<file path="src/rtl/isf_pkg.sv">
package isf_pkg;
  // ----------------------------------------
  // Register map
  // ----------------------------------------
  localparam logic [7:0] ADDR_CTRL = 8'h00;
  localparam logic [7:0] ADDR_STATUS = 8'h04;
  localparam int CTRL_BUSY_BIT = 7;
  localparam int CTRL_PROHIBIT_BIT = 0;
  localparam int ST_ERR_HALT_BIT = 7;
  localparam int ST_NORM_HALT_BIT = 6;
  localparam int ST_CONT_IRQ_BIT = 5;
  localparam int ST_ADDR2_BIT = 4;
  localparam int ST_ARB_LOST_BIT = 3;
  localparam int ST_IF_IRQ_BIT = 1;
  localparam logic [7:0] STATUS_RESET = 8'h00;
  localparam logic [7:0] STATUS_IMPL_MASK = 8'hFA;
  localparam logic [1:0] RESP_OKAY = 2'h0;
  localparam logic [1:0] RESP_SLVERR = 2'h2;
  // ----------------------------------------
  // Timing
  // ----------------------------------------
  localparam int CLK_PERIOD_NS = 20;
  localparam int COND_HOLD_NS = 4000;
  localparam int COND_HOLD_CYC = (COND_HOLD_NS + CLK_PERIOD_NS - 1) / CLK_PERIOD_NS;
  // ----------------------------------------
  // Types
  // ----------------------------------------
  typedef struct packed {
    logic err_halt;
    logic norm_halt;
    logic cont_irq;
    logic addr2_match;
    logic arb_lost;
    logic if_irq;
  } isf_flags_s;
  typedef struct packed {
    logic slave_mode;
    logic two_wire_format;
    logic transmit_mode;
    logic second_address_format_select;
    logic frame_active;
  } isf_mode_s;
  typedef struct packed {
    logic transmit_empty;
    logic receive_full;
    logic second_address_hit;
    logic arb_loss;
    logic data_write;
    logic data_read;
    logic other_irq_set;
  } isf_event_s;
  typedef enum logic [3:0] {
    CG_IDLE = 4'h0,
    CG_START_SDA = 4'h1,
    CG_START_SCL = 4'h3,
    CG_HOLD = 4'h2,
    CG_STOP_PRE = 4'h6,
    CG_STOP_SCL = 4'h7,
    CG_STOP_SDA = 4'h5,
    CG_RS_SDA = 4'hC,
    CG_RS_SCL = 4'hD
  } isf_cond_e;
endpackage

</file>
<file path="src/rtl/isf_top.sv">
// Functional notes
// - Same write during a held transfer issues a repeated start.
// - Writing bus-busy 0 and prohibit 0 during a held transfer issues a stop condition.
// - Prohibit bit always reads 1; writing 1 does nothing.
// - Error-halt flag, bit 7: slave two-wire stop during frame.
// - Normal-halt flag, bit 6: slave two-wire stop detected outside a frame.
// - Error-halt clears by read-1-write-0 or interface irq clear.
// - Normal-halt clears by read-1-write-0 or interface irq clear.
// - Slave mode: continuous irq sets on empty/full rise with address-2 match.
// - Other modes: continuous irq sets on empty/full rise.
// - Continuous irq clears by read-1-write-0 or interface irq clear.
// - Address-2 match, bit 4: set in slave receive when format select 0.
// - Address-2 match clears by read-1-write-0 or start detect.
// - Arbitration-lost, bit 3: set when master loses arbitration.
// - Arbitration-lost clears by read-1-write-0.
// - Arbitration-lost clears on data write (tx) or data read (rx).
// - Interface irq clears only by read-1-write-0, clearing dependents.
// - Slave two-wire: interface irq sets when a stop is detected.
`timescale 1ns/1ps
`default_nettype none
module isf_top #(
  parameter int HOLD_CYC = isf_pkg::COND_HOLD_CYC
) (
  input wire logic core_clk,
  input wire logic rst,
  input wire logic [7:0] s_axi_awaddr,
  input wire logic [2:0] s_axi_awprot,
  input wire logic s_axi_awvalid,
  output logic s_axi_awready,
  input wire logic [31:0] s_axi_wdata,
  input wire logic [3:0] s_axi_wstrb,
  input wire logic s_axi_wvalid,
  output logic s_axi_wready,
  output logic [1:0] s_axi_bresp,
  output logic s_axi_bvalid,
  input wire logic s_axi_bready,
  input wire logic [7:0] s_axi_araddr,
  input wire logic [2:0] s_axi_arprot,
  input wire logic s_axi_arvalid,
  output logic s_axi_arready,
  output logic [31:0] s_axi_rdata,
  output logic [1:0] s_axi_rresp,
  output logic s_axi_rvalid,
  input wire logic s_axi_rready,
  input wire isf_pkg::isf_mode_s mode,
  input wire isf_pkg::isf_event_s events,
  input wire logic scl_in,
  input wire logic sda_in,
  output logic scl_out,
  output logic scl_oe_n,
  output logic sda_out,
  output logic sda_oe_n,
  output isf_pkg::isf_flags_s status_flags,
  output logic bus_busy
);
  // ----------------------------------------
  // Declarations
  // ----------------------------------------
  logic aw_held_reg, w_held_reg;
  logic [7:0] awaddr_reg;
  logic [31:0] wdata_reg;
  logic [3:0] wstrb_reg;
  logic do_write, ctrl_write, status_write;
  logic start_req, stop_req;
  logic [1:0] line_sync;
  logic scl_s, sda_s, scl_d_reg, sda_d_reg;
  logic start_det, stop_det;
  logic te_d_reg, rf_d_reg, te_rise, rf_rise;
  logic [7:0] armed_reg, status_rd;
  logic [7:0] clr_by_sw;
  logic two_wire_slave, if_irq_set, if_irq_clear;
  logic cg_scl_oe_n, cg_sda_oe_n, cg_active;

  // ----------------------------------------
  // AXI4-Lite write channels
  // ----------------------------------------
  // Address and data are taken in either order; response follows both
  assign do_write = aw_held_reg && w_held_reg && !s_axi_bvalid;

  always_ff @(posedge core_clk or posedge rst) begin
    if (rst) begin
      aw_held_reg <= 1'b0;
      awaddr_reg <= 8'h00;
    end else if (s_axi_awvalid && s_axi_awready) begin
      aw_held_reg <= 1'b1;
      awaddr_reg <= s_axi_awaddr;
    end else if (do_write) begin
      aw_held_reg <= 1'b0;
    end
  end

  always_ff @(posedge core_clk or posedge rst) begin
    if (rst) begin
      w_held_reg <= 1'b0;
      wdata_reg <= 32'h0000_0000;
      wstrb_reg <= 4'h0;
    end else if (s_axi_wvalid && s_axi_wready) begin
      w_held_reg <= 1'b1;
      wdata_reg <= s_axi_wdata;
      wstrb_reg <= s_axi_wstrb;
    end else if (do_write) begin
      w_held_reg <= 1'b0;
    end
  end

  always_ff @(posedge core_clk or posedge rst) begin
    if (rst) begin
      s_axi_awready <= 1'b0;
      s_axi_wready <= 1'b0;
    end else begin
      s_axi_awready <= !aw_held_reg && !(s_axi_awvalid && s_axi_awready) && !do_write;
      s_axi_wready <= !w_held_reg && !(s_axi_wvalid && s_axi_wready) && !do_write;
    end
  end

  always_ff @(posedge core_clk or posedge rst) begin
    if (rst) begin
      s_axi_bvalid <= 1'b0;
      s_axi_bresp <= isf_pkg::RESP_OKAY;
    end else if (do_write) begin
      s_axi_bvalid <= 1'b1;
      s_axi_bresp <= (awaddr_reg[7:2] == isf_pkg::ADDR_CTRL[7:2] ||
                      awaddr_reg[7:2] == isf_pkg::ADDR_STATUS[7:2]) ?
                     isf_pkg::RESP_OKAY : isf_pkg::RESP_SLVERR;
    end else if (s_axi_bready) begin
      s_axi_bvalid <= 1'b0;
    end
  end

  // Only the low byte lane carries register bits
  assign ctrl_write = do_write && wstrb_reg[0] &&
                      awaddr_reg[7:2] == isf_pkg::ADDR_CTRL[7:2];
  assign status_write = do_write && wstrb_reg[0] &&
                        awaddr_reg[7:2] == isf_pkg::ADDR_STATUS[7:2];

  // ----------------------------------------
  // Start and stop requests
  // ----------------------------------------
  // Prohibit written 1 is dropped, so such a write never moves the bus
  assign start_req = ctrl_write && !wdata_reg[isf_pkg::CTRL_PROHIBIT_BIT] &&
                     wdata_reg[isf_pkg::CTRL_BUSY_BIT];
  assign stop_req = ctrl_write && !wdata_reg[isf_pkg::CTRL_PROHIBIT_BIT] &&
                    !wdata_reg[isf_pkg::CTRL_BUSY_BIT];

  // Mode is the requester's duty; a start outside master transmit is still sent
  isf_cond_gen #(
    .HOLD_CYC(HOLD_CYC)
  ) u_cond_gen (
    .core_clk(core_clk),
    .rst(rst),
    .start_req(start_req),
    .stop_req(stop_req),
    .scl_level(scl_s),
    .scl_oe_n(cg_scl_oe_n),
    .sda_oe_n(cg_sda_oe_n),
    .active(cg_active)
  );

  always_ff @(posedge core_clk or posedge rst) begin
    if (rst) begin
      scl_oe_n <= 1'b1;
      sda_oe_n <= 1'b1;
      scl_out <= 1'b0;
      sda_out <= 1'b0;
    end else begin
      scl_oe_n <= cg_scl_oe_n;
      sda_oe_n <= cg_sda_oe_n;
      scl_out <= 1'b0;
      sda_out <= 1'b0;
    end
  end

  // ----------------------------------------
  // Bus line sampling and condition detect
  // ----------------------------------------
  isf_sync #(
    .WIDTH(2)
  ) u_line_sync (
    .core_clk(core_clk),
    .rst(rst),
    .async_in({scl_in, sda_in}),
    .sync_out(line_sync)
  );

  assign scl_s = line_sync[1];
  assign sda_s = line_sync[0];

  always_ff @(posedge core_clk or posedge rst) begin
    if (rst) begin
      scl_d_reg <= 1'b1;
      sda_d_reg <= 1'b1;
    end else begin
      scl_d_reg <= scl_s;
      sda_d_reg <= sda_s;
    end
  end

  assign start_det = scl_s && scl_d_reg && sda_d_reg && !sda_s;
  assign stop_det = scl_s && scl_d_reg && !sda_d_reg && sda_s;

  always_ff @(posedge core_clk or posedge rst) begin
    if (rst) begin
      bus_busy <= 1'b0;
    end else if (start_det) begin
      bus_busy <= 1'b1;
    end else if (stop_det) begin
      bus_busy <= 1'b0;
    end
  end

  // ----------------------------------------
  // Data flag edges
  // ----------------------------------------
  always_ff @(posedge core_clk or posedge rst) begin
    if (rst) begin
      te_d_reg <= 1'b0;
      rf_d_reg <= 1'b0;
    end else begin
      te_d_reg <= events.transmit_empty;
      rf_d_reg <= events.receive_full;
    end
  end

  assign te_rise = events.transmit_empty && !te_d_reg;
  assign rf_rise = events.receive_full && !rf_d_reg;
  assign two_wire_slave = mode.slave_mode && mode.two_wire_format;

  // ----------------------------------------
  // Status flags
  // ----------------------------------------
  // Software clears a flag only if it saw it as 1 and now writes 0
  assign clr_by_sw = status_write ? (armed_reg & ~wdata_reg[7:0]) : 8'h00;
  // A set that wins over the clear must not wipe the dependent flags either
  assign if_irq_set = (two_wire_slave && stop_det) || events.other_irq_set;
  assign if_irq_clear = clr_by_sw[isf_pkg::ST_IF_IRQ_BIT] && !if_irq_set;

  always_ff @(posedge core_clk or posedge rst) begin
    if (rst) begin
      armed_reg <= 8'h00;
    end else if (s_axi_arvalid && s_axi_arready &&
                 s_axi_araddr[7:2] == isf_pkg::ADDR_STATUS[7:2]) begin
      armed_reg <= status_rd;
    end else if (status_write) begin
      armed_reg <= armed_reg & wdata_reg[7:0];
    end
  end

  // In every flag below a set in the same cycle wins over a clear
  always_ff @(posedge core_clk or posedge rst) begin
    if (rst) begin
      status_flags.err_halt <= isf_pkg::STATUS_RESET[isf_pkg::ST_ERR_HALT_BIT];
    end else if (two_wire_slave && stop_det && mode.frame_active) begin
      status_flags.err_halt <= 1'b1;
    end else if (clr_by_sw[isf_pkg::ST_ERR_HALT_BIT] || if_irq_clear) begin
      status_flags.err_halt <= 1'b0;
    end
  end

  always_ff @(posedge core_clk or posedge rst) begin
    if (rst) begin
      status_flags.norm_halt <= isf_pkg::STATUS_RESET[isf_pkg::ST_NORM_HALT_BIT];
    end else if (two_wire_slave && stop_det && !mode.frame_active) begin
      status_flags.norm_halt <= 1'b1;
    end else if (clr_by_sw[isf_pkg::ST_NORM_HALT_BIT] || if_irq_clear) begin
      status_flags.norm_halt <= 1'b0;
    end
  end

  always_ff @(posedge core_clk or posedge rst) begin
    if (rst) begin
      status_flags.cont_irq <= isf_pkg::STATUS_RESET[isf_pkg::ST_CONT_IRQ_BIT];
    end else if ((te_rise || rf_rise) && mode.slave_mode && status_flags.addr2_match) begin
      status_flags.cont_irq <= 1'b1;
    end else if ((te_rise || rf_rise) && !mode.slave_mode) begin
      status_flags.cont_irq <= 1'b1;
    end else if (clr_by_sw[isf_pkg::ST_CONT_IRQ_BIT] || if_irq_clear) begin
      status_flags.cont_irq <= 1'b0;
    end
  end

  always_ff @(posedge core_clk or posedge rst) begin
    if (rst) begin
      status_flags.addr2_match <= isf_pkg::STATUS_RESET[isf_pkg::ST_ADDR2_BIT];
    end else if (events.second_address_hit && mode.slave_mode && !mode.transmit_mode &&
                 !mode.second_address_format_select) begin
      status_flags.addr2_match <= 1'b1;
    end else if (clr_by_sw[isf_pkg::ST_ADDR2_BIT] || start_det) begin
      status_flags.addr2_match <= 1'b0;
    end
  end

  always_ff @(posedge core_clk or posedge rst) begin
    if (rst) begin
      status_flags.arb_lost <= isf_pkg::STATUS_RESET[isf_pkg::ST_ARB_LOST_BIT];
    end else if (events.arb_loss && !mode.slave_mode) begin
      status_flags.arb_lost <= 1'b1;
    end else if (clr_by_sw[isf_pkg::ST_ARB_LOST_BIT]) begin
      status_flags.arb_lost <= 1'b0;
    end else if ((events.data_write && mode.transmit_mode) ||
                 (events.data_read && !mode.transmit_mode)) begin
      status_flags.arb_lost <= 1'b0;
    end
  end

  always_ff @(posedge core_clk or posedge rst) begin
    if (rst) begin
      status_flags.if_irq <= isf_pkg::STATUS_RESET[isf_pkg::ST_IF_IRQ_BIT];
    end else if (if_irq_set) begin
      status_flags.if_irq <= 1'b1;
    end else if (if_irq_clear) begin
      status_flags.if_irq <= 1'b0;
    end
  end

  // ----------------------------------------
  // AXI4-Lite read channel
  // ----------------------------------------
  always_comb begin
    status_rd = 8'h00;
    status_rd[isf_pkg::ST_ERR_HALT_BIT] = status_flags.err_halt;
    status_rd[isf_pkg::ST_NORM_HALT_BIT] = status_flags.norm_halt;
    status_rd[isf_pkg::ST_CONT_IRQ_BIT] = status_flags.cont_irq;
    status_rd[isf_pkg::ST_ADDR2_BIT] = status_flags.addr2_match;
    status_rd[isf_pkg::ST_ARB_LOST_BIT] = status_flags.arb_lost;
    status_rd[isf_pkg::ST_IF_IRQ_BIT] = status_flags.if_irq;
    status_rd = status_rd & isf_pkg::STATUS_IMPL_MASK;
  end

  always_ff @(posedge core_clk or posedge rst) begin
    if (rst) begin
      s_axi_arready <= 1'b0;
    end else begin
      s_axi_arready <= !s_axi_rvalid && !(s_axi_arvalid && s_axi_arready);
    end
  end

  always_ff @(posedge core_clk or posedge rst) begin
    if (rst) begin
      s_axi_rvalid <= 1'b0;
      s_axi_rdata <= 32'h0000_0000;
      s_axi_rresp <= isf_pkg::RESP_OKAY;
    end else if (s_axi_arvalid && s_axi_arready) begin
      s_axi_rvalid <= 1'b1;
      s_axi_rresp <= isf_pkg::RESP_OKAY;
      if (s_axi_araddr[7:2] == isf_pkg::ADDR_CTRL[7:2]) begin
        s_axi_rdata <= {24'h000000, bus_busy, 6'h00, 1'b1};
      end else if (s_axi_araddr[7:2] == isf_pkg::ADDR_STATUS[7:2]) begin
        s_axi_rdata <= {24'h000000, status_rd};
      end else begin
        s_axi_rdata <= 32'h0000_0000;
        s_axi_rresp <= isf_pkg::RESP_SLVERR;
      end
    end else if (s_axi_rready) begin
      s_axi_rvalid <= 1'b0;
    end
  end
endmodule
`default_nettype wire

</file>
<file path="src/rtl/isf_sync.sv">
`timescale 1ns/1ps
`default_nettype none
module isf_sync #(
  parameter int WIDTH = 2
) (
  input wire logic core_clk,
  input wire logic rst,
  input wire logic [WIDTH-1:0] async_in,
  output logic [WIDTH-1:0] sync_out
);
  logic [WIDTH-1:0] meta_reg;

  // Reset to released-bus level so no false edge follows reset
  always_ff @(posedge core_clk or posedge rst) begin
    if (rst) begin
      meta_reg <= {WIDTH{1'b1}};
      sync_out <= {WIDTH{1'b1}};
    end else begin
      meta_reg <= async_in;
      sync_out <= meta_reg;
    end
  end
endmodule
`default_nettype wire

</file>
<file path="src/rtl/isf_cond_gen.sv">
`timescale 1ns/1ps
`default_nettype none
module isf_cond_gen #(
  parameter int HOLD_CYC = isf_pkg::COND_HOLD_CYC
) (
  input wire logic core_clk,
  input wire logic rst,
  input wire logic start_req,
  input wire logic stop_req,
  input wire logic scl_level,
  output logic scl_oe_n,
  output logic sda_oe_n,
  output logic active
);
  isf_pkg::isf_cond_e state_reg, state_next;
  logic [15:0] tick_cnt_reg;
  logic tick;

  // ----------------------------------------
  // Hold-time divider
  // ----------------------------------------
  assign tick = (tick_cnt_reg == 16'(HOLD_CYC - 1));

  always_ff @(posedge core_clk or posedge rst) begin
    if (rst) begin
      tick_cnt_reg <= 16'h0000;
    end else if (state_reg != state_next || tick) begin
      tick_cnt_reg <= 16'h0000;
    end else if (state_reg != isf_pkg::CG_IDLE && state_reg != isf_pkg::CG_HOLD) begin
      tick_cnt_reg <= tick_cnt_reg + 16'h0001;
    end
  end

  // ----------------------------------------
  // Condition sequencer
  // ----------------------------------------
  always_comb begin
    state_next = state_reg;
    unique case (state_reg)
      isf_pkg::CG_IDLE: if (start_req) state_next = isf_pkg::CG_START_SDA;
      isf_pkg::CG_START_SDA: if (tick) state_next = isf_pkg::CG_START_SCL;
      isf_pkg::CG_START_SCL: if (tick) state_next = isf_pkg::CG_HOLD;
      isf_pkg::CG_HOLD: begin
        if (start_req) state_next = isf_pkg::CG_RS_SDA;
        else if (stop_req) state_next = isf_pkg::CG_STOP_PRE;
      end
      isf_pkg::CG_RS_SDA: if (tick) state_next = isf_pkg::CG_RS_SCL;
      // Slaves may stretch the clock, so wait for the line to rise
      isf_pkg::CG_RS_SCL: if (tick && scl_level) state_next = isf_pkg::CG_START_SDA;
      isf_pkg::CG_STOP_PRE: if (tick) state_next = isf_pkg::CG_STOP_SCL;
      isf_pkg::CG_STOP_SCL: if (tick && scl_level) state_next = isf_pkg::CG_STOP_SDA;
      isf_pkg::CG_STOP_SDA: if (tick) state_next = isf_pkg::CG_IDLE;
      default: state_next = isf_pkg::CG_IDLE;
    endcase
  end

  always_ff @(posedge core_clk or posedge rst) begin
    if (rst) begin
      state_reg <= isf_pkg::CG_IDLE;
      scl_oe_n <= 1'b1;
      sda_oe_n <= 1'b1;
      active <= 1'b0;
    end else begin
      state_reg <= state_next;
      scl_oe_n <= !(state_next inside {isf_pkg::CG_START_SCL, isf_pkg::CG_HOLD,
                                       isf_pkg::CG_RS_SDA, isf_pkg::CG_STOP_PRE});
      sda_oe_n <= !(state_next inside {isf_pkg::CG_START_SDA, isf_pkg::CG_START_SCL,
                                       isf_pkg::CG_STOP_PRE, isf_pkg::CG_STOP_SCL});
      active <= (state_next != isf_pkg::CG_IDLE);
    end
  end
endmodule
`default_nettype wire

</file>
<file path="config.mk">
export PLATFORM = sky130hd
export DESIGN_NAME = isf_top
export DESIGN_NICKNAME = d
export VERILOG_FILES = /design/src/rtl/isf_pkg.sv /design/src/rtl/isf_top.sv /design/src/rtl/isf_sync.sv /design/src/rtl/isf_cond_gen.sv
export SDC_FILE = /design/constraint.sdc
export NUM_CORES = 1
export LEC_CHECK = 0
export BUFFER_PORTS_ARGS = -buffer_cell sky130_fd_sc_hd__buf_4
export CAP_MARGIN = 25
export CELL_PAD_IN_SITES_DETAIL_PLACEMENT = 2
export CELL_PAD_IN_SITES_GLOBAL_PLACEMENT = 2
export CORE_ASPECT_RATIO = 1.25
export CORE_MARGIN = 2
export CORE_UTILIZATION = 29
export CTS_CLUSTER_DIAMETER = 100
export DETAILED_ROUTE_END_ITERATION = 10
export PLACE_DENSITY_LB_ADDON = 0.1
export RECOVER_POWER = 100
export SLEW_MARGIN = 0
export SYNTH_ARGS = -nofsm -noshare
export SYNTH_HDL_FRONTEND = slang
export SYNTH_SLANG_ARGS = --single-unit
</file>
<file path="constraint.sdc">
create_clock -name core_clk -period 2.9 [get_ports core_clk]
set_input_delay 0.58 -clock core_clk [delete_from_list [all_inputs] [get_ports core_clk]]
set_output_delay 0.58 -clock core_clk [all_outputs]
set_load 0.005 [all_outputs]
</file>
==> impl_metrics.prom <==
# TYPE chip_impl_metric gauge
chip_impl_info{name="outcome",value="finished, violations left"} 1
chip_impl_info{name="failed_checks",value="max-capacitance violations, max-slew violations"} 1
chip_impl_metric{name="fmax",unit="GHz"} 0.449
chip_impl_metric{name="dp_slack",unit="ns"} 0.568
chip_impl_metric{name="synth-edff-count",unit=""} 0
chip_impl_info{name="critical_path.startpoint_type",value="flop"} 1
chip_impl_metric{name="post-synth-top-area-fraction",unit="%"} 47.0
chip_impl_metric{name="worst-path-stages",unit=""} 4
chip_impl_metric{name="final_cells",unit=""} 563
chip_impl_metric{name="dp_hpwl",unit="um"} 6200
chip_impl_info{name="synth_most_common_cell",value="sky130_fd_sc_hd__dfrtp_1"} 1
chip_impl_metric{name="design.die.area",unit="um2"} 12800
chip_impl_metric{name="drt_wl_total",unit="um"} 8540
chip_impl_metric{name="grt_antenna_before_repair",unit=""} 0
chip_impl_metric{name="timing.final.setup_violations",unit=""} 0
chip_impl_info{name="hp-class",value="input pin to flop"} 1
chip_impl_info{name="worst_setup_path_endpoint",value="u_cond_gen.tick_cnt_reg[15]"} 1
chip_impl_metric{name="p_leak",unit="nW"} 1.98
chip_impl_metric{name="first_iteration_detailed_routing_drc_count",unit=""} 77
chip_impl_metric{name="synthCells",unit=""} 328
chip_impl_metric{name="final_critical_path_setup_slack",unit="ns"} 0.675
chip_impl_metric{name="final.min_clock_period",unit="ns"} 2.22
chip_impl_metric{name="postCtsResizedCells",unit=""} 0
chip_impl_info{name="worst_path_max_delay_cell",value="sky130_fd_sc_hd__o21ai_2"} 1
chip_impl_metric{name="post_cts_hold_buffer_count",unit=""} 0
chip_impl_info{name="dominantRegCellSynth",value="sky130_fd_sc_hd__dfrtp_1"} 1
chip_impl_info{name="cp-startpoint",value="u_cond_gen.state_reg[3]"} 1
chip_impl_metric{name="pin_count",unit=""} 131
chip_impl_info{name="netlist_top_cells_area",value="sky130_fd_sc_hd__dfrtp_1 47%, sky130_fd_sc_hd__dfstp_2 7.6%, sky130_fd_sc_hd__buf_4 7.2%"} 1
chip_impl_metric{name="timing.reg2reg.setup_slack",unit="ns"} 0.68
chip_impl_info{name="reg2reg_from",value="u_cond_gen.state_reg[3]"} 1
chip_impl_metric{name="final_hold_violation_count",unit=""} 0
chip_impl_metric{name="coreArea",unit="um2"} 11600
chip_impl_metric{name="grt_max_degree",unit=""} 76
chip_impl_info{name="netlist.top_cell.by_area",value="sky130_fd_sc_hd__dfrtp_1"} 1
chip_impl_metric{name="largest_reg_flops",unit=""} 16
chip_impl_metric{name="worstSkewPairLatency",unit="ns"} 0.34
chip_impl_metric{name="worstMarginPinSlew",unit="ns"} 1.92
chip_impl_metric{name="final-max-slew-violation-count",unit=""} 76
chip_impl_metric{name="tns",unit="ns"} 0
chip_impl_metric{name="antenna_left",unit=""} 0
chip_impl_metric{name="routed_via_density",unit=""} 4.57
chip_impl_metric{name="netlist_area",unit="um2"} 3460
chip_impl_info{name="rsz_0062_raised_after_global_routing",value="false"} 1
chip_impl_metric{name="track_usage",unit="%"} 14.4
chip_impl_metric{name="die_h",unit="um"} 126
chip_impl_info{name="netlist_top_cells_count",value="65 x sky130_fd_sc_hd__dfrtp_1, 46 x sky130_fd_sc_hd__nand2_1, 33 x sky130_fd_sc_hd__buf_4"} 1
chip_impl_metric{name="cp_slowest_stage_delay",unit="ns"} 0.63
chip_impl_metric{name="max-vdd-ir-drop",unit="uV"} 345
chip_impl_metric{name="tritoncts_buffers",unit=""} 9
chip_impl_info{name="timing_worst_setup_path_type",value="flop to flop"} 1
chip_impl_metric{name="power-per-cell-area",unit="nW/um2"} 758
chip_impl_metric{name="num-fill-cells",unit=""} 1296
chip_impl_metric{name="grt-ovfl-total",unit=""} 0
chip_impl_metric{name="detail_route.drc_violations",unit=""} 0
chip_impl_metric{name="critical_path_peak_fanout",unit=""} 16
chip_impl_info{name="tritoncts_clock_tree",value="yes"} 1
chip_impl_metric{name="required_time_of_the_worst_setup_path",unit="ns"} 3.09
chip_impl_metric{name="fp-row-count",unit=""} 44
chip_impl_metric{name="fraction_of_layout_instances_using_a_drive_strength_above_1",unit="%"} 26.6
chip_impl_metric{name="dieWidth",unit="um"} 102
chip_impl_metric{name="synthArstFlopShare",unit="%"} 100
chip_impl_info{name="library_cell_used_as_clock_root_buffer",value="sky130_fd_sc_hd__clkbuf_16"} 1
chip_impl_metric{name="seq_area_frac_synth",unit="%"} 54.6
chip_impl_info{name="crit_chain",value="nor3_2, o21ai_0, o21ai_2, nor2_1"} 1
chip_impl_metric{name="drv.max_cap_violation_count",unit=""} 1
chip_impl_metric{name="use_met2",unit="%"} 24.6
chip_impl_metric{name="yosys_cell_types",unit=""} 48
chip_impl_metric{name="num_antenna_cells",unit=""} 0
chip_impl_metric{name="drt_pass1_iterations",unit=""} 4
chip_impl_metric{name="number_of_global_route_vias_before_repair",unit=""} 2778
chip_impl_metric{name="initial_utilization",unit="%"} 29.8
chip_impl_info{name="worst_path_dominant_cell_family",value="compound AO/OA/AOI/OAI gates"} 1
chip_impl_metric{name="cts.reportedPaths.clkPinSlew",unit="ns"} 0.06
chip_impl_metric{name="grt_pass1_wl",unit="um"} 14100
chip_impl_metric{name="post-route-period-util",unit="%"} 76.7
chip_impl_metric{name="syn2layout_area_growth",unit="%"} 23.6
chip_impl_metric{name="via_count",unit=""} 2572
chip_impl_metric{name="number_of_h_tree_branching_levels",unit=""} 3
chip_impl_metric{name="max-slew-margin-rel",unit="%"} -28.2
chip_impl_metric{name="critical_path.n_buffers_inverters",unit=""} 0
chip_impl_metric{name="sequential_cell_area",unit="um2"} 1890
chip_impl_metric{name="multi_input_comb_area",unit="um2"} 1350
chip_impl_metric{name="io_buffers",unit=""} 63
chip_impl_metric{name="worstPathArrival",unit="ns"} 2.41
chip_impl_metric{name="final.setup_skew",unit="ns"} 0.00473
chip_impl_metric{name="synth_area_per_cell",unit="um2"} 10.6
chip_impl_metric{name="avgRoutedWirePerCell",unit="um"} 15.2
chip_impl_info{name="global_route.peak_usage_layer",value="met2"} 1
chip_impl_metric{name="placed_cells",unit=""} 547
chip_impl_metric{name="globalRouteMet1Util",unit="%"} 16.7
chip_impl_metric{name="number_of_warnings_reported_in_the_yosys_synthesis_log",unit=""} 0
chip_impl_metric{name="clock_buffer_depth",unit=""} 2
chip_impl_metric{name="cts.sinks",unit=""} 75
chip_impl_metric{name="r2r.worst_path.cells",unit=""} 4
chip_impl_metric{name="gp_congestion",unit=""} 0.723
chip_impl_metric{name="synth_seq_cells",unit=""} 75
chip_impl_metric{name="finalNetCount",unit=""} 477
chip_impl_info{name="worst_setup_ep_type",value="flop"} 1
chip_impl_metric{name="grt_util_met3",unit="%"} 2.72
chip_impl_metric{name="post_cts.repair.setup_buffers",unit=""} 0
chip_impl_info{name="worstReg2RegEnd",value="u_cond_gen.tick_cnt_reg[15]"} 1
==> cell families (layout without fill, tap and decap cells) <==
| family | after synthesis | after routing | synth area share (%) |
|---|---|---|---|
| AND/OR/NAND/NOR | 119 | 119 | 17.4 |
| multiplexers | 20 | 20 | 6.29 |
| other | 1 | 29 | 0.108 |
| XOR/XNOR | 16 | 16 | 4.05 |
| AO/OA/AOI/OAI | 48 | 48 | 8.49 |
| flip-flops | 75 | 75 | 54.6 |
| adder cells (fa/ha/maj) | 1 | 1 | 0.361 |
| buffers and inverters | 48 | 94 | 8.78 |
==> metrics by stage <==
stage | instance area (um2) | power [mW] | util, % | hold slack, ns
floorplan | 3570 | 1.89 | - | 0.345
global placement | 4010 | 2.10 | 34.5 | 0.347
detailed placement | 4010 | 2.15 | 34.5 | 0.347
CTS | 4330 | 3.33 | 37.2 | 0.337
global route | 4280 | 3.44 | 36.8 | 0.341
finish | 4280 | 3.24 | 36.8 | 0.352
==> worst min-delay path by stage <==
stage,startpoint,to,slack [ns],depth (start not counted)
after floorplan,u_cond_gen.scl_oe_n,scl_oe_n,0.35,0
final,scl_in,u_line_sync.meta_reg[1],0.35,1
after CTS,scl_in,u_line_sync.meta_reg[1],0.34,1
after global placement,u_cond_gen.sda_oe_n,sda_oe_n,0.35,0
after detailed placement,u_cond_gen.scl_oe_n,scl_oe_n,0.35,0
after global routing,scl_in,u_line_sync.meta_reg[1],0.34,1
==> cells in the final DEF, fill, tap and decap left out, types with 3 or more instances in the layout <==
master,count
sky130_fd_sc_hd__conb_1,29
sky130_fd_sc_hd__nor2_1,27
sky130_fd_sc_hd__clkbuf_16,9
sky130_fd_sc_hd__buf_4,34
sky130_fd_sc_hd__o22ai_1,3
sky130_fd_sc_hd__o211ai_1,3
sky130_fd_sc_hd__nand2_1,46
sky130_fd_sc_hd__dfrtp_1,65
sky130_fd_sc_hd__or3_1,4
sky130_fd_sc_hd__dfstp_2,8
sky130_fd_sc_hd__o31ai_1,3
sky130_fd_sc_hd__xor2_1,10
sky130_fd_sc_hd__nand3_1,9
sky130_fd_sc_hd__o21ai_0,23
sky130_fd_sc_hd__and3_1,3
sky130_fd_sc_hd__xnor2_1,6
sky130_fd_sc_hd__nor3_1,6
sky130_fd_sc_hd__mux2i_1,6
sky130_fd_sc_hd__nand4_1,4
sky130_fd_sc_hd__nand2b_1,3
sky130_fd_sc_hd__nor2b_1,3
sky130_fd_sc_hd__a31oi_1,3
sky130_fd_sc_hd__a21oi_1,6
sky130_fd_sc_hd__inv_1,14
sky130_fd_sc_hd__mux2_2,14
sky130_fd_sc_hd__clkbuf_8,3
sky130_fd_sc_hd__clkbuf_4,27
==> report_power, final <==
part	internal (mW)	switching (mW)
Combinational	0.311	0.275
Clock	0.733	0.427
Sequential	1.29	0.208
Total	2.33	0.910
==> cell type report <==
| cell class | instances | area share [%] |
|---|---|---|
| inverters | 14 | 1.23 |
| well taps | 161 | 4.71 |
| flip-flops and latches | 75 | 44.1 |
| clock inverters | 4 | 1.11 |
| clock buffers | 12 | 6.23 |
| repair buffers | 64 | 11.0 |
| multi-input cells | 233 | 31.6 |
==> layer usage <==
layer,part of all wire (%),up-vias
met5,0,-
li1,-,1196
met4,3.0,0
met3,5.0,15
met2,52,67
met1,40,1294
Note: power is estimated with default switching activity, not from simulation.
